### config.mk
export PLATFORM = sky130hd
export DESIGN_NAME = coproc_memory_decode_arbiter
export DESIGN_NICKNAME = d
export VERILOG_FILES = /design/src/hw/coproc_pkg.sv /design/src/hw/coproc_memory_decode_arbiter.sv /design/src/hw/local_mem_decode.sv /design/src/hw/rom_wait_gen.sv
export VERILOG_INCLUDE_DIRS = /design/src /design/src/hw
export SDC_FILE = /design/constraint.sdc
export NUM_CORES = 1
export LEC_CHECK = 0
export BUFFER_PORTS_ARGS = -buffer_cell sky130_fd_sc_hd__buf_2
export CORE_MARGIN = 2
export CORE_UTILIZATION = 34
export DETAILED_ROUTE_END_ITERATION = 6
export PLACE_DENSITY = 0.75
export SLEW_MARGIN = 20
export SYNTH_ARGS = -nofsm -noshare
export SYNTH_HDL_FRONTEND = slang
export SYNTH_HIERARCHICAL = 1
export SYNTH_SLANG_ARGS = --single-unit
### constraint.sdc
create_clock -name clk_in -period 2.6 [get_ports clk_in]
set_clock_uncertainty 0.15 [all_clocks]
set_input_delay 0.78 -clock clk_in [delete_from_list [all_inputs] [get_ports clk_in]]
set_output_delay 0.78 -clock clk_in [all_outputs]
set_load 0.02 [all_outputs]
### src/hw/coproc_consts.svh
// Constants for the coprocessor memory decode and shared-memory arbiter.
// Assumes a 16-bit address bus and active-low processor strobes.
`ifndef COPROC_CONSTS_SVH
`define COPROC_CONSTS_SVH

`define ADDR_W 16
`define ROM_CNT 7
`define RAM_CNT 2
`define ROM_SEL_HI 15
`define ROM_SEL_LO 12
`define RAM_SEL_LO 11
`define ROM_LAST_BLOCK 4'h6
`define RAM_PATTERN_HI 4'b0111
`define SHARED_BASE 16'h9000
`define ADDR_MSB 15

`endif

### src/hw/coproc_pkg.sv
// Types for the coprocessor memory decode and arbiter.
// Assumes the constants header is included by the modules that need it.
package coproc_pkg;
    // Who used the shared RAM last, or holds it now
    typedef enum logic {
        OWNER_CONTROLLER,
        OWNER_COPROC
    } owner_t;
endpackage

### src/hw/coproc_memory_decode_arbiter.sv
// Memory decode, shared-RAM arbitration and wait logic for the coprocessor.
// Assumes controller inputs arrive asynchronously and are synchronised here.
`timescale 1ns/10ps
`include "coproc_consts.svh"
module coproc_memory_decode_arbiter (
    // Clock and reset
    input wire logic clk_in,
    input wire logic rst_n_in,
    // Build option: ROM wait enable
    input wire logic rom_wait_enable_in,
    // Coprocessor bus
    input wire logic [`ADDR_W-1:0] addr_in,
    input wire logic mem_request_n_in,
    input wire logic io_request_n_in,
    input wire logic write_n_in,
    // Controller side, asynchronous
    input wire logic controller_shared_request_in,
    input wire logic controller_priority_override_in,
    // Local chip selects
    output logic [`ROM_CNT-1:0] rom_ce_n_out,
    output logic [`RAM_CNT-1:0] ram_cs_n_out,
    // Shared RAM control
    output logic coproc_shared_select_n_out,
    output logic coproc_shared_mem_request_n_out,
    output logic shared_data_bus_enable_n_out,
    output logic delayed_write_strobe_n_out,
    output logic controller_grant_n_out,
    output logic controller_grant_out,
    output logic controller_steer_out,
    output logic coproc_on_bus_delayed_out,
    output logic coproc_on_bus_delayed_n_out,
    // Processor wait, active low
    output logic wait_n_out,
    output logic program_store_stall_n_out
);
    // Controller input synchronisers
    logic req_meta_r;
    logic req_sync_r;
    logic prio_meta_r;
    logic prio_sync_r;
    always_ff @(posedge clk_in) begin
        if (!rst_n_in) begin
            req_meta_r <= 1'b0;
            req_sync_r <= 1'b0;
            prio_meta_r <= 1'b0;
            prio_sync_r <= 1'b0;
        end else begin
            req_meta_r <= controller_shared_request_in;
            req_sync_r <= req_meta_r;
            prio_meta_r <= controller_priority_override_in;
            prio_sync_r <= prio_meta_r;
        end
    end

    // Shared window decode
    wire shared_addr;
    wire shared_sel;
    wire cop_req;
    wire ram_access;
    assign shared_addr = addr_in[`ADDR_MSB] &&
        (addr_in >= `SHARED_BASE);
    assign shared_sel = addr_in[`ADDR_MSB] && io_request_n_in;
    assign coproc_shared_select_n_out = !shared_sel;
    assign cop_req = shared_sel && shared_addr && !mem_request_n_in;
    assign coproc_shared_mem_request_n_out = !cop_req;

    // Arbiter state: current owner and last user
    coproc_pkg::owner_t owner_r;
    coproc_pkg::owner_t owner_nxt;
    logic grant_flag_r;
    wire ctrl_req;
    assign ctrl_req = req_sync_r;
    // Override, hold, exclusive request, tie to last user
    always_comb begin
        owner_nxt = owner_r;
        if (prio_sync_r) begin
            owner_nxt = coproc_pkg::OWNER_CONTROLLER;
        end else if (owner_r == coproc_pkg::OWNER_CONTROLLER && ctrl_req) begin
            owner_nxt = owner_r;
        end else if (owner_r == coproc_pkg::OWNER_COPROC && shared_sel &&
            grant_flag_r) begin
            owner_nxt = owner_r;
        end else if (ctrl_req && !cop_req) begin
            owner_nxt = coproc_pkg::OWNER_CONTROLLER;
        end else if (cop_req && !ctrl_req) begin
            owner_nxt = coproc_pkg::OWNER_COPROC;
        end else begin
            owner_nxt = owner_r;
        end
    end
    always_ff @(posedge clk_in) begin
        if (!rst_n_in) begin
            owner_r <= coproc_pkg::OWNER_CONTROLLER;
        end else begin
            owner_r <= owner_nxt;
        end
    end

    // Controller grant is combinational so eviction acts at once
    wire ctrl_grant;
    assign ctrl_grant = (owner_r == coproc_pkg::OWNER_CONTROLLER) ||
        prio_sync_r;
    assign controller_grant_n_out = !ctrl_grant;
    assign controller_grant_out = ctrl_grant;
    assign controller_steer_out = ctrl_grant;

    // Grant flag: set on the clock, dropped combinationally by grant
    always_ff @(posedge clk_in) begin
        if (!rst_n_in) begin
            grant_flag_r <= 1'b0;
        end else begin
            grant_flag_r <= !ctrl_grant;
        end
    end
    wire grant_flag;
    assign grant_flag = grant_flag_r && !ctrl_grant;
    assign coproc_on_bus_delayed_out = grant_flag;
    assign coproc_on_bus_delayed_n_out = !grant_flag;

    // Shared data path enables
    wire data_en;
    assign data_en = cop_req && grant_flag;
    assign shared_data_bus_enable_n_out = !data_en;
    assign delayed_write_strobe_n_out = !(data_en && !write_n_in);

    // Local decode
    local_mem_decode u_decode (
        .addr_in(addr_in),
        .mem_request_n_in(mem_request_n_in),
        .rom_ce_n_out(rom_ce_n_out),
        .ram_cs_n_out(ram_cs_n_out),
        .ram_access_out(ram_access)
    );

    // ROM wait generator; fast regions skip the wait
    wire fast_access;
    assign fast_access = ram_access || shared_sel;
    rom_wait_gen u_wait (
        .clk_in(clk_in),
        .rst_n_in(rst_n_in),
        .mem_request_n_in(mem_request_n_in),
        .fast_access_in(fast_access),
        .wait_enable_in(rom_wait_enable_in),
        .program_store_stall_n_out(program_store_stall_n_out)
    );

    // Either source stalls the processor
    assign wait_n_out = program_store_stall_n_out &&
        !(cop_req && !grant_flag);
endmodule

### src/hw/local_mem_decode.sv
// Local ROM and scratch RAM chip-select decoder.
// Assumes the address and memory request come from the same clock domain.
`timescale 1ns/10ps
`include "coproc_consts.svh"
module local_mem_decode (
    // Processor side
    input wire logic [`ADDR_W-1:0] addr_in,
    input wire logic mem_request_n_in,
    // Chip selects, active low; RAM access flag, active high
    output logic [`ROM_CNT-1:0] rom_ce_n_out,
    output logic [`RAM_CNT-1:0] ram_cs_n_out,
    output logic ram_access_out
);
    // Decoded fields
    wire [3:0] block_sel;
    wire rom_hit;
    wire ram_hit;
    assign block_sel = addr_in[`ROM_SEL_HI:`ROM_SEL_LO];
    assign rom_hit = !mem_request_n_in &&
        (block_sel <= `ROM_LAST_BLOCK);
    assign ram_hit = !mem_request_n_in &&
        (block_sel == `RAM_PATTERN_HI);

    // One-hot selects; only one enable can be low at a time
    always_comb begin
        rom_ce_n_out = '1;
        ram_cs_n_out = '1;
        if (rom_hit) begin
            rom_ce_n_out[block_sel[2:0]] = 1'b0;
        end
        if (ram_hit) begin
            ram_cs_n_out[addr_in[`RAM_SEL_LO]] = 1'b0;
        end
    end
    assign ram_access_out = ram_hit;
    // No clock here, so the one-hot checks sit in the parent
endmodule

### src/hw/rom_wait_gen.sv
// Two-stage ROM wait-state generator.
// Assumes strobes are already synchronised to the board clock.
`timescale 1ns/10ps
module rom_wait_gen (
    // Clock and reset
    input wire logic clk_in,
    input wire logic rst_n_in,
    // Access qualifiers
    input wire logic mem_request_n_in,
    input wire logic fast_access_in,
    input wire logic wait_enable_in,
    // Wait output, active low
    output logic program_store_stall_n_out
);
    logic stage1_r;
    logic stage2_r;
    // Stage one follows the request; stage two lags it one edge
    always_ff @(posedge clk_in) begin
        if (!rst_n_in) begin
            stage1_r <= 1'b0;
            stage2_r <= 1'b0;
        end else begin
            stage1_r <= !mem_request_n_in;
            stage2_r <= stage1_r && !fast_access_in;
        end
    end
    // Wait is the window where stage one is set but stage two not yet
    assign program_store_stall_n_out = !(wait_enable_in && stage1_r &&
        !stage2_r && !fast_access_in && !mem_request_n_in);
endmodule

==> impl_results.md <==
* H-tree lvl count at 1
* Hold WC Path Type: reg2reg
* Leakage power at 0.372 nW
* Die Y at slightly above 40 µm
* Nets at around 120
* Reg2reg start: ctrl_req
* Reg2reg end: owner_r
* Gr ovfl total at 0
* Worst reg2reg setup slack at between 1 and 1.5 ns
* Path depth of the worst reg2reg path at 3
* FP Rows at 13
* Post-synth top flop: dfxtp_1
* Post-synth top area cell: dfxtp_1
* Die width at ~41 µm
* Clock Sinks at 8
* Layout Cells excl Fill at ~110
* N_diodes at 0
* Combinational power share at 0.257
* Worst-Skew Late Latency at roughly 0.25 ns
* Core area at approximately 1300 µm²
* Die area at between 1500 and 2000 µm²
* Post-synth ARST share at 0
* Port buffer count at 32
* Register area share after synthesis at 0.342
* Area of the multi-input gates at between 300 and 400 µm²
* Netlist cell types at 23
* Proportion of layout cells with a drive suffix above 1 at 0.563
* Critical path class: in2out
* Final WL at 1280 µm
* Setup-failing EPs final at 2
* Yosys warns at 6
* Register Area at approximately 160 µm²
* Slew Viols, Final at 0
* Setup crit start: addr_in[14]
* Sw frac at 0.268
* Final hold vios at 0
* Worst-case vdd ir drop at 304 µV
* Clock Root Buffer: clkbuf_4
* Mean Syn Cell Area at between 8 and 9 µm²
* CP Data Required Time at between 1.5 and 2 ns
* Total CTS buffers at 3
* Switching power at just over 0.00008 W
* Fmax at 0.356 GHz
* Vias in the first global route at between 300 and 400
* Number of synthesized register bits at 8
* Via density at 4.76
* DP Cell Count at about 110
* Max-slew headroom at 0.823
* Hold buffer count at cts at 0
* Worst setup margin at -0.206 ns
* Post-DP HPWL at about 1000 µm
* Via count at between 500 and 600
* Mapped Area at roughly 470 µm²
* Critical Path AT at about 1.9 ns
* Post-Syn Instances at 53
* Crit end category: primary output
* Syn-to-layout area delta at 70.9%
* Pwr Density at 379 nW/µm²
* DRT iter0 DRCs at 4
* Drc violations at 0
* Max Cap Violations at 0
* Initial core utilization at 0.360
* CTS clk-pin slew, worst paths at roughly 0.050 ns
* Outcome: finished with violations
* Mapped Nets at between 70 and 80
* Largest net degree at the start of global routing at 9
* Crit Path Max Fanout at 2
* GP Congestion at roughly 0.59
* I/O pin cnt at 44
* Initial antenna violation count at 0
* # fillers at between 100 and 150
* Failing checks: negative setup slack
* Internal at about 0.00022 W
* Routed Antenna Nets at 0
* CTS tree: yes
* Cells taking the most area after synthesis: dfxtp_1 34%, nand2_1 8.0%, and2_1 6.7%
* Measured slew at the worst slew-check pin at approximately 0.26 ns
* Tcrit/Tclk final at 1.08
* Tot GR Track Use at 0.156
* Worst Hold Launch: req_meta_r
* CP startpoint kind: input port
* Clock power frac at 0.306
* Number of flops mapped to enable cells by yosys at 0
* Pre-antenna DRT Iters at 2
* Setup_tns at -0.326 ns
* WL per Instance at ~11 µm
* First-pass GRT wire length at 1630 µm
* WHS Endpoint: ctrl_req
* RSZ-0062 raised after global routing: yes
* Worst Hold Path Cells at 1
* Synth top area share at 0.342
* Sequential Power Share at 0.436
* Min cycle time layout at approximately 2.8 ns
* Max clock buf depth at 2
## cell families after synthesis
logic type,count (synthesis),synth area share
AO/OA/AOI/OAI,2,0.0455
flip-flops,8,0.342
adder cells (fa/ha/maj),1,0.0267
AND/OR/NAND/NOR,38,0.545
buffers and inverters,4,0.0401
## registers in the layout (all words and copies together), names as in the netlist
| signal | cells |
|---|---|
| grant_flag_r | 1 |
| owner_r | 1 |
| u_wait/stage1_r | 1 |
| prio_meta_r | 1 |
| ctrl_req | 1 |
| u_wait/stage2_r | 1 |
| req_meta_r | 1 |
| prio_sync_r | 1 |
## cells in the mapped netlist, types with 2 or more instances
library cell  instances
dfxtp_1               8
and2_1                5
nor2b_1               3
nand2_1              10
and3b_1               2
nand3_1               2
inv_1                 3
nand4_1               2
nand2b_1              3
nand4b_1              2
## worst max path at each step
stage	endpoint	depth (start not counted)	slack (ns)
floorplan	wait_n_out	7	-0.08
global placement	wait_n_out	9	-0.28
detailed placement	wait_n_out	9	-0.31
CTS	wait_n_out	9	-0.27
global route	wait_n_out	9	-0.27
finish	wait_n_out	9	-0.21
## layout by cell type, fill, tap and decap left out, types with 2 or more instances in the layout
| cell | synthesis | layout |
|---|---|---|
| clkbuf_4 | 0 | 3 |
| nand2b_1 | 3 | 2 |
| dfxtp_1 | 8 | 8 |
| nand3_1 | 2 | 2 |
| buf_4 | 1 | 11 |
| buf_6 | 0 | 6 |
| and2_1 | 5 | 5 |
| buf_2 | 0 | 24 |
| nand4_1 | 2 | 2 |
| nor2b_1 | 3 | 3 |
| nand4b_1 | 2 | 2 |
| inv_1 | 3 | 2 |
| nand2_1 | 10 | 9 |
| and3b_1 | 2 | 2 |
## final cells by class
type                    count  share of cell area
multi-input cells          41               0.396
repair buffers             41               0.338
flip-flops and latches      8               0.200
clock buffers               3              0.0282
well taps                  15              0.0235
inverters                   3              0.0141
## stage by stage
step                      cell area (µm²)  hold WS [ns]  setup slack, ns   util  power [W]
after floorplan                       495         0.262          -0.0841      -   0.000171
after global placement                719         0.264           -0.277  0.553   0.000202
after detailed placement              719         0.277           -0.308  0.553   0.000204
after CTS                             766         0.287           -0.267  0.588   0.000302
after global routing                  800         0.298           -0.266  0.614   0.000319
final                                 800         0.285           -0.206  0.614   0.000303
## critical path, stage by stage
cell and delay [ns]:
buf_6 0.09, nor3b_4 0.14, and3_1 0.14, nand2b_4 0.14, nor4b_4 0.22, nand2_2 0.10, inv_2 0.08, a31oi_4 0.03
buf_6 0.14
## layer usage
layer / wire [µm] / up-vias / GRT usage
met2: 673 / 18 / 0.250
met1: 514 / 231 / 0.179
met4: 27 / 0 / 0.121
li1: - / 275 / -
met5: 0 / - / 0
met3: 60 / 4 / 0.0326
## power by group through the flow
stage / Sequential (W) / Combinational, W / Clock [W]
final: 0.000132 / 0.0000780 / 0.0000928
after global routing: 0.000133 / 0.0000851 / 0.000101
after detailed placement: 0.000135 / 0.0000693 / 0
after global placement: 0.000134 / 0.0000675 / 0
after floorplan: 0.000134 / 0.0000366 / 0
after CTS: 0.000132 / 0.0000733 / 0.0000963
## repair_timing
action                                 4_1_cts  5_1_grt
pin swaps                                    4        3
setup buffers                                1        3
gates resized for setup                      7        4
setup endpoints to repair                    4        5
endpoints found under the hold margin        0        0
No activity file was read; power rests on OpenSTA's default activity.
